$ cat src/hw/cfd_pkg.sv
// Constants and types for the clock fan-out configuration block
package cfd_pkg;
  localparam logic [6:0] TARGET_ADDR  = 7'h38;
  localparam logic [7:0] REG_GLOBAL   = 8'h00;
  localparam logic [7:0] REG_CHAN_ONE = 8'h01;
  localparam logic [7:0] GLOBAL_RESET = 8'h44;
  localparam logic [7:0] CHAN_RESET   = 8'h06;
  localparam logic [7:0] GLOBAL_MASK  = 8'h7f;
  localparam logic [7:0] CHAN_MASK    = 8'h3f;
  localparam logic [3:0] BYTE_BITS    = 4'h8;
  localparam logic [3:0] LAST_BIT     = 4'h7;
  // Global register fields
  localparam int G_OUT_MODE   = 0;
  localparam int G_REQ_OPEN   = 1;
  localparam int G_REQ_POL    = 2;
  localparam int G_REQ_FORCE  = 3;
  localparam int G_DC_COUPLED = 4;
  localparam int G_LDO_LO     = 5;
  localparam int G_LDO_HI     = 6;
  localparam logic [1:0] LDO_TRACK = 2'h2;
  localparam logic [1:0] LDO_FORCE = 2'h3;
  // Channel register fields
  localparam int C_LOAD_LO   = 0;
  localparam int C_LOAD_HI   = 1;
  localparam int C_REQ_POL   = 2;
  localparam int C_FORCE_ON  = 3;
  localparam int C_FORCE_OFF = 4;
  localparam int C_PULLDOWN  = 5;

  typedef enum logic [3:0] {
    S_IDLE, S_ADDR, S_ACK_ADDR, S_INDEX, S_ACK_INDEX,
    S_WDATA, S_ACK_DATA, S_RDATA, S_RACK
  } cfd_state_type;
endpackage

$ cat src/hw/cfd_output_gate.sv
// Glitch-free enable gate for one fan-out clock output
module cfd_output_gate (
  // Clock and reset
  input  wire logic mclk,
  input  wire logic resetn,
  input  wire logic clkEn,
  // Source clock and request
  input  wire logic sourceClk,
  input  wire logic enableReq,
  // Gated output
  output logic      gatedClk,
  output logic      enabled
);
  logic srcPrev;
  logic next_srcPrev;
  logic next_enabled;
  logic next_gatedClk;

  always_comb begin
    next_srcPrev  = sourceClk;
    next_enabled  = enabled;
    // Enable only moves while source is low, so no runt pulse
    if (srcPrev && !sourceClk) begin
      next_enabled = enableReq;
    end
    next_gatedClk = sourceClk & enabled;
  end

  always_ff @(posedge mclk or negedge resetn) begin
    if (!resetn) begin
      srcPrev  <= 1'b0;
      enabled  <= 1'b0;
      gatedClk <= 1'b0;
    end else if (clkEn) begin
      srcPrev  <= next_srcPrev;
      enabled  <= next_enabled;
      gatedClk <= next_gatedClk;
    end
  end
endmodule

$ cat src/hw/cfd_config_regs.sv
// Two-wire target, configuration registers and channel one control
module cfd_config_regs (
  // Clock and reset
  input  wire logic       mclk,
  input  wire logic       resetn,
  input  wire logic       clkEn,
  // Two-wire bus, data pin open drain
  input  wire logic       scl,
  input  wire logic       sdaIn,
  output logic            sdaOut,
  output logic            sdaOeN,
  // Clock path
  input  wire logic       sourceClk,
  input  wire logic       requestInputOne,
  input  wire logic [2:0] otherRequests,
  output logic            fanoutOutputOne,
  output logic            fanoutEnabledOne,
  // Static configuration and regulator enable
  output logic            pairedOutputs,
  output logic            inputDcCoupled,
  output logic [1:0]      loadStrengthOne,
  output logic            pulldownOne,
  output logic            regulatorOn,
  // System request pin
  output logic            sysRequestOut,
  output logic            sysRequestOeN
);
  cfd_pkg::cfd_state_type state;
  cfd_pkg::cfd_state_type next_state;
  logic [3:0] bitCount;
  logic [3:0] next_bitCount;
  logic [7:0] shiftReg;
  logic [7:0] next_shiftReg;
  logic [7:0] regIndex;
  logic [7:0] next_regIndex;
  logic       readMode;
  logic       next_readMode;
  logic       sdaDrive;
  logic       next_sdaDrive;
  logic       sclPrev;
  logic       sdaPrev;
  logic [7:0] globalConfig;
  logic [7:0] next_globalConfig;
  logic [7:0] channelOne;
  logic [7:0] next_channelOne;
  logic       sclRise;
  logic       sclFall;
  logic       startSeen;
  logic       stopSeen;
  logic [7:0] readByte;
  logic       reqOneActive;
  logic       anyRequest;
  logic       sysAsserted;
  logic       chanEnableReq;
  logic       next_sysRequestOut;
  logic       next_sysRequestOeN;
  logic       next_regulatorOn;

  // Unmapped indexes read as zero; reserved bits already stored as zero
  function automatic logic [7:0] readReg(input logic [7:0] idx,
                                         input logic [7:0] g,
                                         input logic [7:0] c);
    logic [7:0] v;
    v = 8'h00;
    if (idx == cfd_pkg::REG_GLOBAL) begin
      v = g & cfd_pkg::GLOBAL_MASK;
    end else if (idx == cfd_pkg::REG_CHAN_ONE) begin
      v = c & cfd_pkg::CHAN_MASK;
    end
    return v;
  endfunction

  assign sclRise   = scl & ~sclPrev;
  assign sclFall   = ~scl & sclPrev;
  assign startSeen = scl & sclPrev & sdaPrev & ~sdaIn;
  assign stopSeen  = scl & sclPrev & ~sdaPrev & sdaIn;
  assign readByte  = readReg(regIndex, globalConfig, channelOne);

  // Bus target and register file
  always_comb begin
    next_state        = state;
    next_bitCount     = bitCount;
    next_shiftReg     = shiftReg;
    next_regIndex     = regIndex;
    next_readMode     = readMode;
    next_sdaDrive     = sdaDrive;
    next_globalConfig = globalConfig;
    next_channelOne   = channelOne;
    if (startSeen) begin
      next_state    = cfd_pkg::S_ADDR;
      next_bitCount = 4'h0;
      next_sdaDrive = 1'b0;
    end else if (stopSeen) begin
      next_state    = cfd_pkg::S_IDLE;
      next_sdaDrive = 1'b0;
    end else begin
      unique case (state)
        cfd_pkg::S_IDLE: begin
          next_sdaDrive = 1'b0;
        end
        cfd_pkg::S_ADDR, cfd_pkg::S_INDEX, cfd_pkg::S_WDATA: begin
          if (sclRise && bitCount != cfd_pkg::BYTE_BITS) begin
            next_shiftReg = {shiftReg[6:0], sdaIn};
            next_bitCount = bitCount + 4'h1;
          end else if (sclFall && bitCount == cfd_pkg::BYTE_BITS) begin
            next_bitCount = 4'h0;
            next_sdaDrive = 1'b1;
            if (state == cfd_pkg::S_ADDR) begin
              if (shiftReg[7:1] == cfd_pkg::TARGET_ADDR) begin
                next_readMode = shiftReg[0];
                next_state    = cfd_pkg::S_ACK_ADDR;
              end else begin
                // Other targets' traffic is ignored until next start
                next_sdaDrive = 1'b0;
                next_state    = cfd_pkg::S_IDLE;
              end
            end else if (state == cfd_pkg::S_INDEX) begin
              next_regIndex = shiftReg;
              next_state    = cfd_pkg::S_ACK_INDEX;
            end else begin
              next_state = cfd_pkg::S_ACK_DATA;
            end
          end
        end
        cfd_pkg::S_ACK_ADDR: begin
          if (sclFall) begin
            // Read serves the index left by an earlier write
            if (readMode) begin
              next_shiftReg = readByte;
              next_sdaDrive = ~readByte[7];
              next_state    = cfd_pkg::S_RDATA;
            end else begin
              next_sdaDrive = 1'b0;
              next_state    = cfd_pkg::S_INDEX;
            end
          end
        end
        cfd_pkg::S_ACK_INDEX: begin
          if (sclFall) begin
            next_sdaDrive = 1'b0;
            next_state    = cfd_pkg::S_WDATA;
          end
        end
        cfd_pkg::S_ACK_DATA: begin
          if (sclRise) begin
            if (regIndex == cfd_pkg::REG_GLOBAL) begin
              next_globalConfig = shiftReg & cfd_pkg::GLOBAL_MASK;
            end else if (regIndex == cfd_pkg::REG_CHAN_ONE) begin
              next_channelOne = shiftReg & cfd_pkg::CHAN_MASK;
            end
            next_regIndex = regIndex + 8'h01;
          end else if (sclFall) begin
            next_sdaDrive = 1'b0;
            next_state    = cfd_pkg::S_WDATA;
          end
        end
        cfd_pkg::S_RDATA: begin
          if (sclFall) begin
            if (bitCount == cfd_pkg::LAST_BIT) begin
              next_bitCount = 4'h0;
              next_sdaDrive = 1'b0;
              next_regIndex = regIndex + 8'h01;
              next_state    = cfd_pkg::S_RACK;
            end else begin
              next_shiftReg = {shiftReg[6:0], 1'b0};
              next_sdaDrive = ~shiftReg[6];
              next_bitCount = bitCount + 4'h1;
            end
          end
        end
        cfd_pkg::S_RACK: begin
          // Host acknowledge asks for the next byte
          if (sclRise) begin
            next_state = sdaIn ? cfd_pkg::S_IDLE : cfd_pkg::S_ACK_ADDR;
          end
        end
      endcase
    end
  end

  always_ff @(posedge mclk or negedge resetn) begin
    if (!resetn) begin
      state        <= cfd_pkg::S_IDLE;
      bitCount     <= 4'h0;
      shiftReg     <= 8'h00;
      regIndex     <= 8'h00;
      readMode     <= 1'b0;
      sdaDrive     <= 1'b0;
      sclPrev      <= 1'b1;
      sdaPrev      <= 1'b1;
      globalConfig <= cfd_pkg::GLOBAL_RESET;
      channelOne   <= cfd_pkg::CHAN_RESET;
    end else if (clkEn) begin
      state        <= next_state;
      bitCount     <= next_bitCount;
      shiftReg     <= next_shiftReg;
      regIndex     <= next_regIndex;
      readMode     <= next_readMode;
      sdaDrive     <= next_sdaDrive;
      sclPrev      <= scl;
      sdaPrev      <= sdaIn;
      globalConfig <= next_globalConfig;
      channelOne   <= next_channelOne;
    end
  end

  assign sdaOut = 1'b0;
  assign sdaOeN = ~sdaDrive;

  // Request qualification and pin drive
  assign reqOneActive  = requestInputOne == channelOne[cfd_pkg::C_REQ_POL];
  assign anyRequest    = reqOneActive | (|otherRequests);
  assign sysAsserted   = globalConfig[cfd_pkg::G_REQ_FORCE] | anyRequest;
  assign chanEnableReq = ~channelOne[cfd_pkg::C_FORCE_OFF] &
                         (channelOne[cfd_pkg::C_FORCE_ON] | reqOneActive);

  always_comb begin
    next_sysRequestOut = sysAsserted ~^ globalConfig[cfd_pkg::G_REQ_POL];
    // Open variant drives only the asserted level, releases otherwise
    next_sysRequestOeN = globalConfig[cfd_pkg::G_REQ_OPEN] & ~sysAsserted;
    // Reserved mode 01 falls through as off
    unique case (globalConfig[cfd_pkg::G_LDO_HI:cfd_pkg::G_LDO_LO])
      cfd_pkg::LDO_FORCE: next_regulatorOn = 1'b1;
      cfd_pkg::LDO_TRACK: next_regulatorOn = anyRequest;
      default:            next_regulatorOn = 1'b0;
    endcase
  end

  always_ff @(posedge mclk or negedge resetn) begin
    if (!resetn) begin
      sysRequestOut   <= 1'b0;
      sysRequestOeN   <= 1'b1;
      regulatorOn     <= 1'b0;
      pairedOutputs   <= 1'b0;
      inputDcCoupled  <= 1'b0;
      loadStrengthOne <= 2'h0;
      pulldownOne     <= 1'b0;
    end else if (clkEn) begin
      sysRequestOut   <= next_sysRequestOut;
      sysRequestOeN   <= next_sysRequestOeN;
      regulatorOn     <= next_regulatorOn;
      pairedOutputs   <= globalConfig[cfd_pkg::G_OUT_MODE];
      inputDcCoupled  <= globalConfig[cfd_pkg::G_DC_COUPLED];
      loadStrengthOne <= channelOne[cfd_pkg::C_LOAD_HI:cfd_pkg::C_LOAD_LO];
      pulldownOne     <= channelOne[cfd_pkg::C_PULLDOWN];
    end
  end

  cfd_output_gate u_gate (
    .mclk      (mclk),
    .resetn    (resetn),
    .clkEn     (clkEn),
    .sourceClk (sourceClk),
    .enableReq (chanEnableReq),
    .gatedClk  (fanoutOutputOne),
    .enabled   (fanoutEnabledOne)
  );
endmodule

$ cat config.mk
export PLATFORM = sky130hd
export DESIGN_NAME = cfd_config_regs
export DESIGN_NICKNAME = d
export VERILOG_FILES = /design/src/hw/cfd_pkg.sv /design/src/hw/cfd_output_gate.sv /design/src/hw/cfd_config_regs.sv
export SDC_FILE = /design/constraint.sdc
export NUM_CORES = 1
export LEC_CHECK = 0
export ABC_AREA = 1
export BUFFER_PORTS_ARGS = -buffer_cell sky130_fd_sc_hd__buf_2
export CAP_MARGIN = 20
export CELL_PAD_IN_SITES_DETAIL_PLACEMENT = 0
export CELL_PAD_IN_SITES_GLOBAL_PLACEMENT = 1
export CORE_MARGIN = 5
export CORE_UTILIZATION = 44
export DETAILED_ROUTE_END_ITERATION = 8
export MAX_ROUTING_LAYER = met4
export PLACE_DENSITY = 0.8
export SKIP_CTS_REPAIR_TIMING = 1
export SYNTH_ARGS = -nofsm -noshare
export SYNTH_HDL_FRONTEND = slang
export SYNTH_HIERARCHICAL = 1
export SYNTH_SLANG_ARGS = --single-unit
$ cat constraint.sdc
create_clock -name mclk -period 1.6 [get_ports mclk]
set_input_delay 0.32 -clock mclk [delete_from_list [all_inputs] [get_ports mclk]]
set_output_delay 0.32 -clock mclk [all_outputs]
set_load 0.02 [all_outputs]
# Word level (Yosys, flattened, before mapping)
# Index checks and enable logic that the tools add are counted.
[totals] reg_bits=52 latch_bits=0 ram_bits=0 romBits=0 out_inout_bits=12 elab_cells=161 n_memories=0
[classes] addsub=2 mul=0 div_mod_pow=0 n_lt_le_gt_ge=0 n_eq_ne=37 shifts=0 muxes=53 bitwise_logic=27 n_reduce_logical=22
[ops] op="8-bit 2-to-1 mux" count=13
[ops] op="4-bit 2-to-1 mux" count=17
[ops] op="8-bit case mux with 3 select lines" count=2
[ops] op="4-bit != test (second input constant)" count=9
[ops] op="2-bit != test (second input constant)" count=12
[ops] op="4-bit case mux with 6 select lines" count=1
[ops] op="4-bit by 3-bit equality test with 1-bit output (second input constant)" count=5
[ops] op="9-bit AND reduction" count=2
[ops] op="8-bit nonzero test" count=2
[ops] op="7-bit AND reduction" count=2
[ops] op="1-bit inverter" count=13
[ops] op="1-bit 2-to-1 mux" count=12
[ops] op="11-bit AND reduction" count=1
[ops] op="1-bit AND" count=10
[ops] op="3-bit nonzero test" count=3
[ops] op="8-bit by 1-bit adder with 8-bit output (second input constant)" count=1
[ops] op="4-bit by 2-bit equality test with 1-bit output (second input constant)" count=2
[ops] op="4-bit equality test (second input constant)" count=2
[ops] op="8-bit by 1-bit equality test with 1-bit output (second input constant)" count=1
[ops] op="8-bit zero test" count=1
[ops] op="4-bit case mux with 2 select lines" count=1
[ops] op="8-bit AND reduction" count=1
[ops] op="7-bit by 6-bit equality test with 1-bit output (second input constant)" count=1
[ops] op="2-bit 2-to-1 mux" count=3
[ops] op="18 further kinds" count=24

# Logic depth before layout (Yosys ltp)
# Gate-level depths: netlist of the first run.
[depth] depth_word=9 ltp_mapped=11 mapped_depth_nobuf=11

# Modules after synthesis
# The synthesis of the first run kept the hierarchy.
[by_module_without_submodules] module="cfd_config_regs" n_inst=1 cells_per_inst=437 area_each_um2=3052.9 seq_area_each_um2=1234.9
[by_module_without_submodules] module="cfd_output_gate" n_inst=1 cells_per_inst=13 area_each_um2=120.1 seq_area_each_um2=75.1

# Worst setup path after synthesis of the first run
# Ideal clock, no wire load.
[synth_timing] path_kind="reg-to-reg" startpoint="register regIndex[1]" endpoint="register channelOne[3]" t_arrival_ns=1.376 required_time_ns=1.477 path_slack_ns=0.101 path_stages_with_launch=9 path_buffers=1 period_less_slack_ns=1.499 path_cell_list="dfrtp_1 inv_1 ha_1 nand2_1 nor2_1 nand4_1 buf_2 nand2_1 o21ai_1"
[synth_between] elab_chain_cells=3 elab_cells_between_ends=4
[synth_lines] element="start: declaration" line_no="cfd_config_regs.sv:34" rtl="logic [7:0] regIndex;"
[synth_lines] element="start signal: assignment" line_no="cfd_config_regs.sv:197" rtl="regIndex <= next_regIndex;"
[synth_lines] element="8-bit zero test" line_no="cfd_config_regs.sv:146" rtl="if (regIndex == cfd_pkg::REG_GLOBAL) begin"
[synth_lines] element="1-bit inverter (no source line)"
[synth_lines] element="7-bit AND reduction (no source line) *"
[synth_lines] element="end signal: assignment" line_no="cfd_config_regs.sv:192" rtl="channelOne <= cfd_pkg::CHAN_RESET;"
[synth_lines] element="end signal: assignment" line_no="cfd_config_regs.sv:203" rtl="channelOne <= next_channelOne;"
[synth_lines] element="end: declaration" line_no="cfd_config_regs.sv:44" rtl="logic [7:0] channelOne;"
# Mark *: on every way between the ends. The rest lies on a longest branch, timed or not.
# A chain may end at the register's enable or synchronous reset.

# Worst setup path in the final report of the first run
[layout_timing] startpoint="register sclPrev" endpoint="register shiftReg[6]"
[layout_between] elab_chain_cells=5 elab_cells_between_ends=15
[layout_lines] element="start: declaration" line_no="cfd_config_regs.sv:40" rtl="logic sclPrev;"
[layout_lines] element="start signal: assignment" line_no="cfd_config_regs.sv:200" rtl="sclPrev <= scl;"
[layout_lines] element="1-bit AND / 1-bit inverter (equally long branches)" line_no="cfd_config_regs.sv:75, cfd_config_regs.sv:76, cfd_config_regs.sv:73"
[layout_lines] element="1-bit AND (on tied branches)" line_no="cfd_config_regs.sv:76, cfd_config_regs.sv:73, cfd_config_regs.sv:75"
[layout_lines] element="1-bit AND, or another cell as far along" line_no="cfd_config_regs.sv:76" rtl="assign stopSeen = scl & sclPrev & ~sdaPrev & sdaIn;"
[layout_lines] element="1-bit inverter (no source line) / 2-bit != test (equally long branches)"
[layout_lines] element="9-bit AND reduction (no source line) *"
[layout_lines] element="end signal: assignment" line_no="cfd_config_regs.sv:196" rtl="shiftReg <= next_shiftReg;"
[layout_lines] element="end: declaration" line_no="cfd_config_regs.sv:32" rtl="logic [7:0] shiftReg;"
# Marked as above.

==> run_results.csv, run 1 <==
group,metric,value,unit
status,status,"completed",
yosys,ys_types,35,
pwr,p_total,5.58,mW
flow_run,cap_viol_max_count,0,
cells_and_area,drive_above_1_share,32.6,%
sta,setup_viol,0,
critical_path,critPathKind,"reg2reg",
worst_hold_path,hp-class,"in2reg",
sta,max_freq,638,MHz
die,die_w,94.9,um
yosys,syn-instance-count,450,
worst_hold_path,holdCritStartpoint,"sourceClk",
die,core,7140,um2
global_routing,antenna_found_initial,0,
global_routing,grt_max_degree,20,
sta,finalHoldViolations,0,
placed_design,hpwl,6150,um
routing,vias,3024,
yosys,synth_nets,465,
pwr,powerDensity,1390,nW/um2
cts,cts_made_buffers,5,
die,io_pins,22,
sta,fin_crit_sh,98.0,%
critical_path,r2r_start,"sclPrev",
cells_and_area,mostFrequentLayoutCells,"nand2_1 (120), nand3_1 (47), dfrtp_1 (42)",
critical_path,cp-end-kind,"register",
placed_design,io_buffer_count,20,
cts,htreeDepth,2,
routing,ant_nets,0,
placed_design,dpl_cell_area,3650,um2
critical_path,path_max_fanout,5,
cells_and_area,final_common_cell,"nand2_1",
placed_design,gp_congestion,0.930,
yosys,ys_seq_area_share,41.3,%
critical_path,r2r-end,"shiftReg[6]",
routing,drt_iter0_drc,99,
die,num_rows,31,
routing,viasPerCell,4.95,
worst_hold_path,hold-path-endpoint,"u_gate/gatedClk",
critical_path,ff2ff_setup_slack,0.03,ns
cells_and_area,num_antenna_cells,0,
global_routing,track_usage,19.9,%
cts,clock-root-buffer,"clkbuf_8",
cells_and_area,syn_to_final_growth,26.5,%
yosys,yosys_warnings,6,
critical_path,startpoint_type,"register",
routing,post-route-drc-count,0,
sta,maxSlewViolCount,0,
routing,wl,7980,um
critical_path,crit_arrival,1.80,ns
routing,post_drt_wl_per_cell,13.1,um
worst_hold_path,holdPathStages,3,
cts,clk_latency,0.30,ns
critical_path,required,1.83,ns
global_routing,grt_first_pass_wirelength,13800,um
critical_path,r2r_cells,9,
sta,fin_crit,1.57,ns
global_routing,grt_overflow_total,0,
sta,rsz0062_at_grt,"yes",
sta,fin_skew,0.00819,ns
cts,clkSinkCount,52,
yosys,netlist_area,3170,um2
cells_and_area,finalNetCount,526,
pwr,leakage,2.01,nW
cts,cts.clk_slew.worst_paths,0.10,ns
routing,dr.pass1.iters,4,
cts,cts_buffer_depth,2,
pwr,vdd_drop_max,0.736,mV
yosys,syn_avg_cell_area,7.05,um2
cells_and_area,finalInstanceArea,4010,um2
die,initial_core_util,44.5,%
die,die_area,9010,um2
global_routing,grt_pass1_vias,2894,
yosys,synth-seq-cells,52,
die,die_y,94.9,um
cts,cts_tree,"yes",
worst max-delay path by stage:
stage                     cells past startpoint  slack [ns]            end         from
final                                         9        0.03    shiftReg[6]      sclPrev
after global routing                         10       -0.06    bitCount[1]  bitCount[1]
after CTS                                    10       -0.09    bitCount[1]      sclPrev
after detailed placement                     10       -0.06    bitCount[0]      sclPrev
after global placement                        8      -0.009    shiftReg[3]     state[2]
after floorplan                               8        0.10  channelOne[3]  regIndex[1]
through the flow:
stage	utilization (%)	instances	setup WS (ns)	TNS, ns	hold WS [ns]
after floorplan	-	450	0.101	0	0.0244
after global placement	51.1	597	-0.00943	-0.0280	0.296
after detailed placement	51.1	597	-0.0642	-0.335	0.307
after CTS	52.3	605	-0.0895	-0.953	-0.0295
after global routing	56.2	611	-0.0647	-1.15	0.298
final	56.2	611	0.0322	0	0.271
kinds of logic after synthesis:
kind of cell / after synthesis / share of synthesized area [%]
simple gates: 275 / 38.6
flops: 52 / 41.3
fa+ha+maj: 5 / 1.97
other cells: 1 / 0.118
xor+xnor: 3 / 0.828
buf+inv: 62 / 7.97
compound gates: 52 / 9.19
flip-flops by register name, summed over array words and instances, names as in the netlist:
register         cells
u_gate/enabled       1
sclPrev              1
u_gate/srcPrev       1
readMode             1
loadStrengthOne      2
regIndex             8
regulatorOn          1
shiftReg             8
state                4
sysRequestOeN        1
u_gate/gatedClk      1
sdaPrev              1
inputDcCoupled       1
sysRequestOut        1
pairedOutputs        1
sdaDrive             1
pulldownOne          1
channelOne           6
bitCount             4
globalConfig         7
cell type report:
class / instances / area (um2)
flip-flops and latches: 52 / 1310
fillers: 719 / 3120
well taps: 99 / 124
clock inverters: 3 / 18.8
repair buffers: 63 / 477
multi-input cells: 336 / 1810
clock buffers: 5 / 68.8
inverters: 53 / 201
cell usage after synthesis, drive strengths merged:
master / n / area, um2
nand3: 58 / 320
or2: 2 / 12.5
nand2: 152 / 593
o21ai: 43 / 234
dfrtp: 45 / 1130
xor2: 2 / 17.5
clkbuf: 2 / 7.51
and3: 1 / 6.26
nor3: 6 / 30.0
nand4: 9 / 56.3
nand3b: 1 / 7.51
dfstp: 7 / 184
inv: 52 / 195
a31oi: 1 / 6.26
buf: 7 / 46.3
a21o: 1 / 7.51
a211oi: 1 / 7.51
conb: 1 / 3.75
nor2: 46 / 200
o21a: 1 / 7.51
a21oi: 5 / 28.8
xnor2: 1 / 8.76
ha: 5 / 62.6
clkinv: 1 / 3.75
report_power, final:
| part | internal [mW] | total (mW) | leakage, nW | switching (mW) |
|---|---|---|---|---|
| clock | 0.306 | 0.750 | 0.0479 | 0.444 |
| combinational | 1.10 | 2.87 | 1.29 | 1.77 |
| sequential | 1.65 | 1.96 | 0.668 | 0.310 |
| total | 3.06 | 5.58 | 2.01 | 2.52 |
critical path: stages, from the launching register on:
cell	delay, ns
dfstp_2	0.57
inv_2	0.06
nor2_4	0.14
inv_2	0.06
nand2_2	0.08
nand3_2	0.08
nor2_4	0.23
buf_6	0.17
nand2_4	0.05
o21ai_2	0.06
per-layer routing:
layer,global-route usage (%),share of wire (%),vias up,wire length (um)
li1,-,-,1569,-
met1,27.4,48,1382,3870
met2,31.6,46,65,3670
met3,2.63,4.5,8,356
met4,3.97,1.0,0,82
met5,-,0,-,0
(Power assumes the default switching activity.)
==> run 2, diff against run 1 <==
--- a/config.mk
+++ b/config.mk
@@ -11,10 +11,11 @@
 export CELL_PAD_IN_SITES_DETAIL_PLACEMENT = 0
 export CELL_PAD_IN_SITES_GLOBAL_PLACEMENT = 1
 export CORE_MARGIN = 5
-export CORE_UTILIZATION = 44
+export CORE_UTILIZATION = 41
+export CTS_BUF_LIST = sky130_fd_sc_hd__clkbuf_4
 export DETAILED_ROUTE_END_ITERATION = 8
 export MAX_ROUTING_LAYER = met4
-export PLACE_DENSITY = 0.8
+export PLACE_DENSITY = 0.78
 export SKIP_CTS_REPAIR_TIMING = 1
 export SYNTH_ARGS = -nofsm -noshare
 export SYNTH_HDL_FRONTEND = slang
==> constraint.sdc (replaced) <==
create_clock -name mclk -period 1.32 [get_ports mclk]
set_input_delay 0.264 -clock mclk [delete_from_list [all_inputs] [get_ports mclk]]
set_output_delay 0.264 -clock mclk [all_outputs]
set_load 0.02 [all_outputs]
==> run 2 against run 1 <==
The flow now finishes with violations (negative setup slack). Non-clock buffer count rose by 39. Via count rose by 4.9%. Sequential power rose by 21%. Register-to-register slack got worse by 0.40 ns. Critical path depth fell by 1. Utilization rose by 1.5 points. Final area rose by 10%. Cell count rose by 7.0%. Largest power group unchanged.
==> run_results.csv, run 2 (synthesized netlist as in run 1, its figures left out) <==
group,metric,value,unit
routing,ant_nets,0,
pwr,p_total,7.47,mW
global_routing,gr-usage-met2,28.4,%
global_routing,grt_max_degree,28,
global_routing,antenna_found_initial,0,
global_routing,grt_pass1_vias,2943,
die,io_pins,22,
global_routing,grt_overflow_total,0,
placed_design,gp_congestion,0.962,
die,core,7650,um2
die,num_rows,32,
sta,fin_skew,0.0217,ns
routing,post-route-drc-count,0,
pwr,powerDensity,1690,nW/um2
die,initial_core_util,41.5,%
cts,cts_tree,"yes",
global_routing,met1_usage,25.7,%
global_routing,gr-usage-met3,2.71,%
placed_design,dp_cells,633,
sta,setup_viol,40,
critical_path,r2r_start,"state[0]",
die,die_w,98.0,um
placed_design,io_buffer_count,20,
cells_and_area,reg_top3,"regIndex (8), shiftReg (8), globalConfig (7)",
cells_and_area,finalInstanceArea,4420,um2
status,status,"finished, violations left",
global_routing,grt_first_pass_wirelength,14100,um
cts,clk_latency,0.39,ns
critical_path,critPathKind,"reg2reg",
critical_path,crit_arrival,1.98,ns
cts,htreeDepth,2,
critical_path,cp-end-kind,"register",
cts,clkSinkCount,52,
sta,finalHoldViolations,0,
flow_run,cap_viol_max_count,0,
cells_and_area,final_util,57.7,%
sta,maxSlewViolCount,0,
cells_and_area,mostFrequentLayoutCells,"nand2_1 (116), buf_4 (75), nand3_1 (48)",
routing,vias,3171,
sta,fin_crit,1.69,ns
status,violations,"negative setup slack",
routing,wl,8660,um
cells_and_area,finalNetCount,566,
pwr,clkPwrFrac,10.8,%
cts,cts_made_buffers,5,
routing,dr.pass1.iters,4,
critical_path,required,1.61,ns
sta,fin_crit_sh,128,%
critical_path,worstSetupStartpoint,"state[0]",
pwr,p_sw,3.39,mW
placed_design,hpwl,6580,um
pwr,power_frac_seq,31.8,%
cts,cts_buffer_depth,2,
pwr,vdd_drop_max,0.817,mV
sta,max_freq,591,MHz
cells_and_area,final_cells,654,
global_routing,track_usage,18.4,%
cells_and_area,final_common_cell,"nand2_1",
cts,clock-root-buffer,"clkbuf_4",
pwr,p_comb_share,57.4,%
die,die_y,98.0,um
critical_path,path_max_fanout,12,
routing,drt_iter0_drc,154,
sta,fin_tns_setup,-10.02,ns
critical_path,startpoint_type,"register",
cells_and_area,num_antenna_cells,0,
worst_hold_path,holdCritStartpoint,"sourceClk",
pwr,p_int,4.08,mW
die,die_area,9600,um2
placed_design,dpl_cell_area,3960,um2
routing,viasPerCell,4.85,
sta,rsz0062_at_grt,"yes",
sta,worst_slack,-0.373,ns
cts,cts.clk_slew.worst_paths,0.18,ns
pwr,power_switching_share,45.4,%
worst_hold_path,hp-class,"in2reg",
cells_and_area,syn_to_final_growth,39.2,%
cells_and_area,drive_above_1_share,40.4,%
routing,post_drt_wl_per_cell,13.2,um
global_routing,top_usage_layer,"met2",
pwr,leakage,2.21,nW
[run 2: critical path, stage by stage, from the launching register on]
cell and delay [ns]:
dfrtp_2 0.51, nor2_4 0.19, nand2_1 0.13, nor2_1 0.20
buf_4 0.14, nand4_1 0.08, buf_4 0.19, nand2_1 0.08
o21ai_1 0.08
[run 2: cell type report]
cell class | count | area (um2)
flip-flops and latches | 52 | 1320
repair buffers | 102 | 769
multi-input cells | 337 | 1930
fillers | 736 | 3230
clock buffers | 5 | 37.5
well taps | 102 | 128
clock inverters | 3 | 27.5
inverters | 53 | 204
[run 2: power by group through the flow]
stage / registers (mW) / logic, mW / clock network (mW)
floorplan: 2.43 / 2.12 / 0
finish: 2.38 / 4.29 / 0.809
global route: 2.43 / 4.75 / 0.918
detailed placement: 2.37 / 3.67 / 0
global placement: 2.37 / 3.65 / 0
CTS: 2.33 / 3.69 / 0.858
[run 2: final timing paths]
kind / cells past startpoint / slack [ns] / to
max in group asynchronous: 3 / 0.62 / state[0]
min reg2reg: 2 / 0.48 / channelOne[1]
min in group asynchronous: 3 / 0.39 / globalConfig[4]
max reg2reg: 8 / -0.37 / channelOne[5]
min: 3 / 0.13 / u_gate/gatedClk
max: 8 / -0.37 / channelOne[5]
[run 2: routing by layer]
layer	part of all wire (%)	routed length [um]	vias up
met1	49	4220	1470
met5	0	0	-
met2	47	4080	43
met4	0.98	85	0
met3	3.1	271	8
li1	-	-	1650
[run 2: per-stage QoR]
stage | setup WS (ns) | hold slack [ns]
after floorplan | -0.115 | -0.0316
after global placement | -0.450 | 0.290
after detailed placement | -0.402 | 0.304
after CTS | -0.437 | -0.142
after global routing | -0.443 | 0.125
final | -0.373 | 0.131
==> run 3, diff against run 2 <==
==> constraint.sdc (replaced) <==
create_clock -name mclk -period 1.4 [get_ports mclk]
set_input_delay 0.28 -clock mclk [delete_from_list [all_inputs] [get_ports mclk]]
set_output_delay 0.28 -clock mclk [all_outputs]
set_load 0.02 [all_outputs]
==> run 3 against run 2 <==
The flow still finishes with violations (negative setup slack). First-iteration DRC count decreased by 19%. Final area increased by 2.1%. Non-clock buffer count increased by 3. Largest power group unchanged. Critical endpoint is now bitCount[1]. Clock skew decreased by 0.0053 ns. Sequential share of layout area decreased by 0.64 points.
==> run_results.csv, run 3 (synthesized netlist as in run 1, its figures left out) <==
group,metric,value,unit
global_routing,grt_first_pass_wirelength,13900,um
cells_and_area,finalNetCount,568,
global_routing,grt_max_degree,26,
routing,drt_iter0_drc,125,
pwr,vdd_drop_max,0.663,mV
die,core,7650,um2
cells_and_area,reg_top3,"regIndex (8), shiftReg (8), globalConfig (7)",
critical_path,crit_arrival,1.96,ns
sta,setup_viol,39,
routing,post_drt_wl_per_cell,13.3,um
critical_path,worstSetupStartpoint,"bitCount[1]",
cts,cts_made_buffers,5,
sta,fin_crit_sh,116,%
sta,finalHoldViolations,0,
sta,fin_crit,1.63,ns
critical_path,startpoint_type,"register",
placed_design,io_buffer_count,20,
sta,fin_tns_setup,-5.72,ns
critical_path,path_max_fanout,5,
critical_path,slowest_delay,0.45,ns
critical_path,critPathKind,"reg2reg",
worst_hold_path,holdCritStartpoint,"sourceClk",
critical_path,crit_buf_inv,1,
die,num_rows,32,
cells_and_area,final_cells,656,
cells_and_area,syn_to_final_growth,42.1,%
global_routing,grt_pass1_vias,2878,
critical_path,required,1.73,ns
placed_design,gp_congestion,0.890,
routing,vias,3196,
placed_design,hpwl,6680,um
placed_design,dp_slack,-0.218,ns
pwr,leakage,2.22,nW
die,die_w,98.0,um
cells_and_area,final_common_cell,"nand2_1",
routing,post-route-drc-count,0,
cells_and_area,final-seq-area,1320,um2
cts,clkSinkCount,52,
die,die_y,98.0,um
cts,clk_latency,0.39,ns
status,violations,"negative setup slack",
sta,rsz0062_at_grt,"yes",
sta,worst_slack,-0.227,ns
cells_and_area,final_util,58.9,%
pwr,p_total,7.17,mW
status,status,"finished, violations left",
cts,cts.clk_slew.worst_paths,0.16,ns
sta,max_freq,614,MHz
die,io_pins,22,
sta,fin_skew,0.0165,ns
sta,hold_ws,0.151,ns
global_routing,antenna_found_initial,0,
cts,cts_tree,"yes",
routing,ant_nets,0,
routing,viasPerCell,4.87,
cts,clock-root-buffer,"clkbuf_4",
cells_and_area,num_antenna_cells,0,
cells_and_area,multiInputGateArea,1940,um2
critical_path,r2r_start,"bitCount[1]",
cells_and_area,drive_above_1_share,41.9,%
flow_run,cap_viol_max_count,0,
cells_and_area,fillers,709,
placed_design,dp_cells,632,
cts,htreeDepth,2,
cells_and_area,finalInstanceArea,4510,um2
cells_and_area,mostFrequentLayoutCells,"nand2_1 (111), buf_4 (64), nand3_1 (46)",
critical_path,critical_path.most_common_cell,"nand2_2",
die,die_area,9600,um2
global_routing,track_usage,18.0,%
pwr,powerDensity,1590,nW/um2
critical_path,cp-end-kind,"register",
die,initial_core_util,41.5,%
sta,maxSlewViolCount,0,
critical_path,crit_family,"simple AND/OR/NAND/NOR gates",
cts,cts_buffer_depth,2,
global_routing,grt_overflow_total,0,
critical_path,critical_path.slowest_cell,"dfrtp_1",
critical_path,path_cells,"inv_1 > ha_2 > nand2_2 > o21ai_2 > nand2_2 > o21ai_2 > nand2_2 > nand2_4 > nand2_1 > nand2_1",
worst_hold_path,hp-class,"in2reg",
routing,dr.pass1.iters,4,
routing,wl,8740,um
placed_design,dpl_cell_area,3990,um2
-- run 3: cell count changes in the layout (fill, tap and decap cells not counted), moves of 2 or more --
cell,previous run,this run
ha_2,1,3
nand2_2,27,33
o21ai_0,20,18
buf_6,5,17
buf_4,75,64
o21ai_1,11,14
ha_4,2,0
nor2_1,32,27
nor2_4,9,13
nand3_1,48,46
nand2_4,10,7
buf_12,1,4
nand2_1,116,111
-- run 3: per-layer routing --
layer  vias up  share of wire [%]  GRT usage (%)
met5         -                  0              -
met4         0               0.78           3.19
met3         8                2.9           2.64
met2        46                 48           28.2
met1      1488                 48           25.1
li1       1654                  -              -
-- run 3: worst reg2reg max path, delay by kind of cell (launching register included) --
family                   cells  cell delay (ns)
adder cells (fa/ha/maj)      1             0.19
flip-flops                   1             0.45
AO/OA/AOI/OAI                2             0.36
AND/OR/NAND/NOR              6             0.50
buffers and inverters        1             0.08
-- run 3: final timing paths --
path	end	slack [ns]	depth (start not counted)
max	bitCount[1]	-0.23	10
min	u_gate/gatedClk	0.15	3
max reg2reg	bitCount[1]	-0.23	10
min reg2reg	channelOne[1]	0.48	2
max in group asynchronous	sdaPrev	0.51	3
min in group asynchronous	regIndex[4]	0.32	2
-- run 3: power by group --
part | leakage [nW] | internal, mW | total [mW] | switching [mW]
clock | 0.0333 | 0.212 | 0.768 | 0.555
combinational | 1.52 | 1.80 | 4.17 | 2.37
sequential | 0.667 | 1.90 | 2.23 | 0.326
total | 2.22 | 3.92 | 7.17 | 3.25
-- run 3: layout make-up --
class	instances	area share (%)
inverter	53	4.47
sequential	52	29.2
clock buffer	5	0.833
clock inverter	3	0.611
multi-input combinational	336	43.1
timing repair buffer	105	19.0
tap	102	2.83
